==> src/pet_regs.vh <==
// Register offsets, field positions and reset values for the PWM
// event-trigger block. Assumes a plain word-addressed register port.
`ifndef PET_REGS_VH
`define PET_REGS_VH
// Register addresses
`define PET_ADDR_SELECT    4'h0
`define PET_ADDR_PRESCALE  4'h1
`define PET_ADDR_FLAGS     4'h2
`define PET_ADDR_MASK      4'h3
// Selection register fields
`define PET_SEL_IRQ_LSB    0
`define PET_SEL_IRQ_EN     3
`define PET_SEL_A_LSB      8
`define PET_SEL_A_EN       11
`define PET_SEL_B_LSB      12
`define PET_SEL_B_EN       15
// Prescale register fields
`define PET_PS_IRQ_PRD_LSB 0
`define PET_PS_IRQ_CNT_LSB 2
`define PET_PS_A_PRD_LSB   8
`define PET_PS_A_CNT_LSB   10
`define PET_PS_B_PRD_LSB   12
`define PET_PS_B_CNT_LSB   14
// Flag bits: 0 irq, 1 conv A, 2 conv B
`define PET_FLG_IRQ        0
`define PET_FLG_A          1
`define PET_FLG_B          2
// Event selector codes
`define PET_EV_ZERO        3'h1
`define PET_EV_PERIOD      3'h2
`define PET_EV_CA_UP       3'h4
`define PET_EV_CA_DN       3'h5
`define PET_EV_CB_UP       3'h6
`define PET_EV_CB_DN       3'h7
// Reset values
`define PET_RST_SELECT     16'h0000
`define PET_RST_PRESCALE   16'h0000
`define PET_RST_FLAGS      3'h0
`define PET_RST_MASK       3'h0
// One bit of a cleared event count, replicated to the counter width
`define PET_RST_CNT        1'b0
`endif

==> src/pet_event_trigger.v <==
// Event-trigger logic: picks time-base events, prescales them into
// interrupt and two converter trigger pulses. Assumes event inputs are
// one-cycle strobes from logic on ref_clk_i.
`timescale 1ns/100ps
`include "pet_regs.vh"

module pet_event_trigger (
  input  wire        ref_clk_i,   // Time-base clock
  input  wire        srst_i,      // Sync reset, active high
  input  wire [3:0]  reg_addr_i,  // Register word address
  input  wire [15:0] reg_wdata_i, // Write data
  input  wire        reg_wr_i,    // Write strobe
  input  wire        reg_rd_i,    // Read strobe
  output reg  [15:0] reg_rdata_o, // Read data, one cycle later
  input  wire        ev_zero_i,   // Counter equals zero
  input  wire        ev_period_i, // Counter equals period
  input  wire        ev_compare_value_a_i,   // Counter equals compare A
  input  wire        ev_compare_value_b_i,   // Counter equals compare B
  input  wire        count_up_i,  // Time base incrementing
  output reg         module_irq_request_o,  // Level interrupt
  output reg         conv_a_trigger_pulse_o, // Conversion A pulse
  output reg         conv_b_trigger_pulse_o  // Conversion B pulse
);

  //////////////////////////////////////////////////////////////////////
  // Registers
  reg  [15:0] sel_q;      // event_trigger_select
  reg  [1:0]  irq_prd_q;  // Interrupt period
  reg  [1:0]  a_prd_q;    // conv_a_period
  reg  [1:0]  b_prd_q;    // conv_b_period
  reg  [1:0]  irq_cnt_q;  // irq_event_count
  reg  [2:0]  flags_q;    // event_trigger_flags, sticky
  reg  [2:0]  mask_q;     // Interrupt mask

  // Field views
  wire [2:0] irq_event_choice    = sel_q[`PET_SEL_IRQ_LSB +: 3];
  wire       irq_gen_enable      = sel_q[`PET_SEL_IRQ_EN];
  wire [2:0] conv_a_event_choice = sel_q[`PET_SEL_A_LSB +: 3];
  wire       conv_a_pulse_enable = sel_q[`PET_SEL_A_EN];
  wire [2:0] conv_b_event_choice = sel_q[`PET_SEL_B_LSB +: 3];
  wire       conv_b_pulse_enable = sel_q[`PET_SEL_B_EN];

  //////////////////////////////////////////////////////////////////////
  // Event selection: one decoder per consumer, since each selector
  // may name a different event in the same cycle
  wire irq_ev;  // Selected interrupt event
  wire a_ev;    // Selected conversion A event
  wire b_ev;    // Selected conversion B event

  // Interrupt event decoder
  pet_ev_pick pet_ev_pick_irq_inst (
    .code_i   (irq_event_choice),
    .zero_i   (ev_zero_i),
    .period_i (ev_period_i),
    .compare_value_a_i   (ev_compare_value_a_i),
    .compare_value_b_i   (ev_compare_value_b_i),
    .up_i     (count_up_i),
    .hit_o    (irq_ev)
  );

  // Conversion A event decoder
  pet_ev_pick pet_ev_pick_a_inst (
    .code_i   (conv_a_event_choice),
    .zero_i   (ev_zero_i),
    .period_i (ev_period_i),
    .compare_value_a_i   (ev_compare_value_a_i),
    .compare_value_b_i   (ev_compare_value_b_i),
    .up_i     (count_up_i),
    .hit_o    (a_ev)
  );

  // Conversion B event decoder
  pet_ev_pick pet_ev_pick_b_inst (
    .code_i   (conv_b_event_choice),
    .zero_i   (ev_zero_i),
    .period_i (ev_period_i),
    .compare_value_a_i   (ev_compare_value_a_i),
    .compare_value_b_i   (ev_compare_value_b_i),
    .up_i     (count_up_i),
    .hit_o    (b_ev)
  );

  //////////////////////////////////////////////////////////////////////
  // Conversion prescalers. The status flags are not wired in, so a
  // flag left set by an earlier trigger can never hold a pulse back.
  wire       a_fire;  // Conversion A qualifies this cycle
  wire       b_fire;  // Conversion B qualifies this cycle
  wire [1:0] a_cnt;   // conv_a_event_count
  wire [1:0] b_cnt;   // conv_b_event_count

  // Channel A counter
  pet_soc_chan #(
    .CNT_W (2)
  ) pet_soc_chan_a_inst (
    .ref_clk_i (ref_clk_i),
    .srst_i    (srst_i),
    .ev_i      (a_ev),
    .en_i      (conv_a_pulse_enable),
    .prd_i     (a_prd_q),
    .fire_o    (a_fire),
    .cnt_o     (a_cnt)
  );

  // Channel B counter
  pet_soc_chan #(
    .CNT_W (2)
  ) pet_soc_chan_b_inst (
    .ref_clk_i (ref_clk_i),
    .srst_i    (srst_i),
    .ev_i      (b_ev),
    .en_i      (conv_b_pulse_enable),
    .prd_i     (b_prd_q),
    .fire_o    (b_fire),
    .cnt_o     (b_cnt)
  );

  //////////////////////////////////////////////////////////////////////
  // Trigger pulses: registered, so each output comes from a flop and
  // lasts exactly one cycle after the qualifying event
  always @(posedge ref_clk_i) begin
    if (srst_i) begin
      conv_a_trigger_pulse_o <= 1'b0;
      conv_b_trigger_pulse_o <= 1'b0;
    end else begin
      // One-cycle pulses; flags never gate them
      conv_a_trigger_pulse_o <= a_fire;
      conv_b_trigger_pulse_o <= b_fire;
    end
  end

  //////////////////////////////////////////////////////////////////////
  // Interrupt prescale decisions
  // Blocked while generation is off or the last request is still set
  wire irq_block = ~irq_gen_enable | flags_q[`PET_FLG_IRQ];
  // Count parked at period while blocked
  wire irq_at    = (irq_prd_q != 2'h0) && (irq_cnt_q == irq_prd_q);
  // A parked count fires as soon as the block lifts, so events seen
  // while blocked delay the request rather than lose it
  wire irq_fire  = (irq_prd_q != 2'h0) && !irq_block &&
                   (irq_at || (irq_ev && (irq_cnt_q + 2'h1 == irq_prd_q)));

  //////////////////////////////////////////////////////////////////////
  // Interrupt counter
  always @(posedge ref_clk_i) begin
    if (srst_i) begin
      irq_cnt_q <= 2'h0;
    end else if (irq_prd_q == 2'h0) begin
      irq_cnt_q <= 2'h0;
    end else if (irq_fire) begin
      irq_cnt_q <= 2'h0;
    end else if (irq_ev && !irq_at) begin
      // Stops at period while blocked
      irq_cnt_q <= irq_cnt_q + 2'h1;
    end
  end

  //////////////////////////////////////////////////////////////////////
  // Register writes, sticky flags (set beats write-one clear)
  wire wr_sel  = reg_wr_i && (reg_addr_i == `PET_ADDR_SELECT);
  wire wr_ps   = reg_wr_i && (reg_addr_i == `PET_ADDR_PRESCALE);
  wire wr_flg  = reg_wr_i && (reg_addr_i == `PET_ADDR_FLAGS);
  wire wr_mask = reg_wr_i && (reg_addr_i == `PET_ADDR_MASK);
  wire [2:0] flag_set = {b_fire, a_fire, irq_fire};
  wire [2:0] flag_clr = wr_flg ? reg_wdata_i[2:0] : 3'h0;

  always @(posedge ref_clk_i) begin
    if (srst_i) begin
      sel_q     <= `PET_RST_SELECT;
      irq_prd_q <= 2'h0;
      a_prd_q   <= 2'h0;
      b_prd_q   <= 2'h0;
      flags_q   <= `PET_RST_FLAGS;
      mask_q    <= `PET_RST_MASK;
    end else begin
      if (wr_sel) begin
        // Bits 7:4 reserved, kept zero
        sel_q <= reg_wdata_i & 16'hff0f;
      end
      if (wr_ps) begin
        irq_prd_q <= reg_wdata_i[`PET_PS_IRQ_PRD_LSB +: 2];
        a_prd_q   <= reg_wdata_i[`PET_PS_A_PRD_LSB +: 2];
        b_prd_q   <= reg_wdata_i[`PET_PS_B_PRD_LSB +: 2];
      end
      if (wr_mask) begin
        mask_q <= reg_wdata_i[2:0];
      end
      flags_q <= (flags_q & ~flag_clr) | flag_set;
    end
  end

  //////////////////////////////////////////////////////////////////////
  // Interrupt output and read port
  always @(posedge ref_clk_i) begin
    if (srst_i) begin
      module_irq_request_o <= 1'b0;
      reg_rdata_o          <= 16'h0000;
    end else begin
      // Registered from the next flag value, so it changes on the same edge as status
      module_irq_request_o <= |(((flags_q & ~flag_clr) | flag_set) &
                                mask_q);
      if (reg_rd_i) begin
        case (reg_addr_i)
          `PET_ADDR_SELECT:   reg_rdata_o <= sel_q;
          `PET_ADDR_PRESCALE: reg_rdata_o <= {b_cnt, b_prd_q, a_cnt,
                                               a_prd_q, 4'h0, irq_cnt_q,
                                               irq_prd_q};
          `PET_ADDR_FLAGS:    reg_rdata_o <= {13'h0000, flags_q};
          `PET_ADDR_MASK:     reg_rdata_o <= {13'h0000, mask_q};
          default:            reg_rdata_o <= 16'h0000;
        endcase
      end else begin
        reg_rdata_o <= 16'h0000;
      end
    end
  end

endmodule // pet_event_trigger

////////////////////////////////////////////////////////////////////////
// Event decoder: maps a 3-bit selector onto the time-base strobes.
// Reserved codes decode to nothing, so a stray selector stays silent
// instead of borrowing a neighbouring event.
module pet_ev_pick (
  input  wire [2:0] code_i,    // Selector field
  input  wire       zero_i,    // Counter equals zero
  input  wire       period_i,  // Counter equals period
  input  wire       compare_value_a_i,    // Counter equals compare A
  input  wire       compare_value_b_i,    // Counter equals compare B
  input  wire       up_i,      // Time base incrementing
  output reg        hit_o      // Selected event this cycle
);

  // Plain decode; direction only matters for the compare matches.
  // A compare strobe seen at a turning point counts for one direction
  // only, whichever the time base reports in that cycle.
  always @* begin
    case (code_i)
      `PET_EV_ZERO:   hit_o = zero_i;
      `PET_EV_PERIOD: hit_o = period_i;
      `PET_EV_CA_UP:  hit_o = compare_value_a_i & up_i;
      `PET_EV_CA_DN:  hit_o = compare_value_a_i & ~up_i;
      `PET_EV_CB_UP:  hit_o = compare_value_b_i & up_i;
      `PET_EV_CB_DN:  hit_o = compare_value_b_i & ~up_i;
      default:        hit_o = 1'b0;
    endcase
  end

endmodule // pet_ev_pick

////////////////////////////////////////////////////////////////////////
// Conversion prescaler: counts selected events and says when the
// programmed number is reached. Period zero parks the count at zero.
// The fire output is combinational; the parent registers the pulse.
module pet_soc_chan #(
  parameter CNT_W = 2                  // Event count and period width
) (
  input  wire             ref_clk_i,   // Time-base clock
  input  wire             srst_i,      // Sync reset, active high
  input  wire             ev_i,        // Selected event this cycle
  input  wire             en_i,        // Pulse enable
  input  wire [CNT_W-1:0] prd_i,       // Events per pulse, 0 is off
  output wire             fire_o,      // Pulse qualifies this cycle
  output wire [CNT_W-1:0] cnt_o        // Events counted so far
);

  reg  [CNT_W-1:0] cnt_q;                               // Event count
  reg  [CNT_W-1:0] cnt_d;                               // Next count
  wire [CNT_W-1:0] zero_cnt = {CNT_W{`PET_RST_CNT}};    // Cleared count
  wire [CNT_W-1:0] nxt = cnt_q + {{(CNT_W-1){1'b0}}, ev_i};
  wire             live   = (prd_i != zero_cnt);        // Switched on
  wire             at_prd = (cnt_q == prd_i);           // Parked

  // A count parked at period while disabled fires on the next event
  // once enabled, rather than sticking there until the period field
  // is written again. Enable is only looked at when firing, so the
  // count still climbs to the period and stops there while the pulse is switched off.
  assign fire_o = live && en_i && ev_i &&
                  ((nxt == prd_i) || at_prd);
  assign cnt_o  = cnt_q;

  // Next count
  always @* begin
    cnt_d = cnt_q;                      // Hold by default
    if (!live) begin
      // Period off: counter idle and cleared
      cnt_d = zero_cnt;
    end else if (fire_o) begin
      // Cleared by the pulse itself, no software action
      cnt_d = zero_cnt;
    end else if (ev_i && !at_prd) begin
      // Disabled channel saturates at period rather than wrapping
      cnt_d = nxt;
    end
  end

  // Count register
  always @(posedge ref_clk_i) begin
    if (srst_i) begin
      cnt_q <= zero_cnt;
    end else begin
      cnt_q <= cnt_d;
    end
  end

endmodule // pet_soc_chan

==> config.mk <==
export PLATFORM = sky130hd
export DESIGN_NAME = pet_event_trigger
export DESIGN_NICKNAME = d
export VERILOG_FILES = /design/src/pet_event_trigger.v
export VERILOG_INCLUDE_DIRS = /design/src
export SDC_FILE = /design/constraint.sdc
export NUM_CORES = 1
export LEC_CHECK = 0
export BUFFER_PORTS_ARGS = -buffer_cell sky130_fd_sc_hd__clkbuf_2
export CORE_UTILIZATION = 56
export CTS_BUF_LIST = sky130_fd_sc_hd__clkbuf_2
export DETAILED_ROUTE_END_ITERATION = 8
export GPL_TIMING_DRIVEN = 0
export PLACE_DENSITY = 0.87
export SKIP_LAST_GASP = 1
export SLEW_MARGIN = 15
export SYNTH_ARGS = -nofsm -noshare
export SYNTH_HDL_FRONTEND = slang
export SYNTH_SLANG_ARGS = --single-unit
==> constraint.sdc <==
create_clock -name ref_clk_i -period 3 [get_ports ref_clk_i]
set_input_delay 0.45 -clock ref_clk_i [delete_from_list [all_inputs] [get_ports ref_clk_i]]
set_output_delay 0.45 -clock ref_clk_i [all_outputs]
set_load 0.005 [all_outputs]
==> metrics <==
TritonCTS Sinks=45; Bufs and invs on worst path=0; Worst Path Required=about 3400 ps; vias in the first global route=approximately 1,700; initial antenna violation count=0; startpoint types=flop; Seq/Total Area, Yosys=0.4218; largest area contributor in the netlist=dfxtp_1; library cells used by synthesis=41; top cell type's share of synthesized area=0.4218; Die Ht=between 60 and 70 µm; P_leak=between 0.9 and 1 nW; PortBufs=38; Reg area=about 900 µm²; Chip Width=between 60 and 70 µm; run status=finished clean; ANT nets after route=0; DR vias=between 1,500 and 2,000; Max Transition Viols Final=0; Power, Total=between 0.001 and 0.0015 W; Synth async-reset ratio=0; Pre-antenna DRT Iters=4; ANT cells=0; synthesis-stage register bit count=between 40 and 50; Clock Tree Buf Depth=2; first-pass GRT wire length=7741 µm; CP Capture Point=module_irq_request_o; area of the multi-input gates=approximately 1100 µm²; Clk network pwr share=0.322; Flop pwr share=0.605; area growth from synthesis to layout=15.06%; Post-Syn Area=2136 µm²; Syn Area/Cell=between 8 and 9 µm²; critical path data arrival time=between 2000 and 3000 ps; Crit. Startpoint=sel_q[9]; Slew HR=0.5390; critical path's most frequent cell=o21ai_0; Final setup viols=0; CTS tree=built; CTS buffer count=5; worst clock skew=about 24 ps; worst-path maximum fanout=6; io pins=48; Synth area leaders=dfxtp_1, nand2_1, a21oi_1, nor2_1, xnor2_1; grt ovf=0; cell area power density=408.1 nW/µm²; post-CTS resize count=0; Least-Margin Pin Slew=just under 700 ps; Final min period=about 2500 ps; FMAX=between 400 and 500 MHz; clk slew on worst S/H paths=210 ps; WL final=around 4800 µm; Initial Util=0.5834; Routed WL per cell=around 13 µm; hold_ws=between 200 and 250 ps; setup TNS=0 ps; Syn. warnings=0; flop2flop setup slack=about 520 ps; 1st-iter DRT viols=between 150 and 200; share of cells above drive strength 1=0.1833; number of synthesized flops with an enable pin=0; total track usage=0.2514; stages on the worst setup path=10; Post-DP HPWL=~3600 µm; Root Driver=clkbuf_2; # hold bufs at CTS=0; cell internal pwr=about 0.00077 W; combinational group share of total power=0.073; placed instance count=352; FP Rows=22; Most used DFF post-synth=dfxtp_1; clock latency on the worst-skew pair=roughly 420 ps; Final Cell Area=around 2500 µm²; H-tree depth=2; largest net degree at the start of global routing=14; CP Cell Sequence=mux2i_1 -> o21ai_0 -> o21a_1 -> ha_1 -> nor2b_1 -> nor3b_1 -> o21ai_0 -> nand4_1 -> a21oi_1 -> a221o_1; Reg2Reg Launch Point=sel_q[9]; # DRC=0; placed cell area=between 2000 and 2500 µm²; worst-case reg-to-reg path depth=10; Min-Delay Path Class=input port to flop; crit share post-route=0.8280; Final #Nets=342; switch share=0.2350; peak supply drop=about 0.26 mV; Slowest-stage cell, CP=dfxtp_1; vias per inst=roughly 5.5; setup bufs post-CTS=0; fillcell total=301; most common cell in the netlist=nand2_1; Worst Setup End Kind=flop; Final Non-Filler Cells=359; gpl congestion=0.9194; NetSw=around 0.00024 W; Die ar.=about 4100 µm²; critical path class=flop to flop; unrepaired setup endpoints after global routing=false; Post-Syn Instances=263; reg2reg end=module_irq_request_o; Core Box Area=approximately 3700 µm²; Final Hold Viols=0; Max-Cap Viols=0; slowest stage delay, CP=approximately 460 ps; CP top delay family=compound AO/OA/AOI/OAI gates; top cells by count, synth=nand2_1, dfxtp_1, a21oi_1, nor2_1, o21ai_0
==> power groups by stage <==
| stage | Sequential [W] | Clock [W] | Combinational (W) |
|---|---|---|---|
| 3_5_place_dp | 0.000618 | 0 | 0.0000723 |
| 6_report | 0.000607 | 0.000323 | 0.0000734 |
| 2_1_floorplan | 0.000617 | 0 | 0.0000406 |
| 4_1_cts | 0.000607 | 0.000324 | 0.0000727 |
| 3_3_place_gp | 0.000618 | 0 | 0.0000707 |
| 5_1_grt | 0.000608 | 0.000355 | 0.0000809 |
==> worst min-delay path by stage <==
stage / from / to / depth (start not counted)
after detailed placement: sel_q[3] / sel_q[3] / 2
after global placement: sel_q[3] / sel_q[3] / 2
after global routing: reg_wdata_i[15] / sel_q[15] / 3
final: reg_wdata_i[14] / sel_q[14] / 3
after CTS: reg_wdata_i[15] / sel_q[15] / 3
after floorplan: sel_q[3] / sel_q[3] / 2
==> per-stage QoR <==
step           setup slack (ps)  utilization
6_report                  515.9       0.6712
5_1_grt                   348.6       0.6712
4_1_cts                   530.2       0.6712
3_5_place_dp              348.5       0.6548
3_3_place_gp              418.0       0.6548
2_1_floorplan             773.5            -
==> worst reg2reg max path, cell delays in order, from the launching register on <==
cell	delay (ps)
dfxtp_1	460
mux2i_1	210
o21ai_0	90
o21a_1	170
ha_1	370
nor2b_1	160
nor3b_1	170
o21ai_0	110
nand4_1	200
a21oi_1	120
a221o_1	350
==> placed cells by master (no fill, tap or decap), types with 2 or more instances in the layout <==
master and count:
nor2_1 27, o21a_1 4, nand3_1 8, ha_1 2, mux2i_1 5, a32oi_1 3, or2b_1 2, dfxtp_1 45
o21ai_0 14, a22oi_1 9, nor4_1 2, conb_1 4, inv_1 8, nand4_1 2, a21oi_1 29, mux2_2 3
clkbuf_2 43, buf_4 4, and2_1 2, xnor2_1 9, clkbuf_1 12, nand2_1 46, xor2_1 4, nand3b_1 4
==> state kept, by name (all words and copies together), names as in the netlist <==
signal	flops
reg_rdata_o	12
sel_q	12
flags_q	3
mask_q	3
a_prd_q	2
b_prd_q	2
irq_cnt_q	2
irq_prd_q	2
pet_soc_chan_a_inst.cnt_o	2
pet_soc_chan_b_inst.cnt_o	2
conv_a_trigger_pulse_o	1
conv_b_trigger_pulse_o	1
module_irq_request_o	1
==> layout make-up <==
| class | instances | share of cell area |
|---|---|---|
| timing repair buffer | 38 | 0.07739 |
| multi-input combinational | 196 | 0.4623 |
| buffer | 17 | 0.03259 |
| clock inverter | 2 | 0.01426 |
| clock buffer | 5 | 0.01018 |
| inverter | 8 | 0.01222 |
| tap | 48 | 0.02444 |
| sequential | 45 | 0.3666 |
==> cell families after synthesis <==
group	share of synthesized area
muxes	0.03925
adders and majority gates	0.01171
AOI/OAI and AO/OA	0.2050
buffers and inverters	0.05155
DFF	0.4218
and+or+nand+nor	0.2156
other	0.001756
xor gates and xnor gates	0.05331
==> routing by layer <==
layer,vias to the layer above,GRT usage,wire length [µm]
li1,1001,-,-
met1,890,0.3206,2159
met2,57,0.3976,2238
met3,15,0.05893,257
met4,0,0.1222,117
met5,-,0,0
Power figures use the tool's default switching activity.
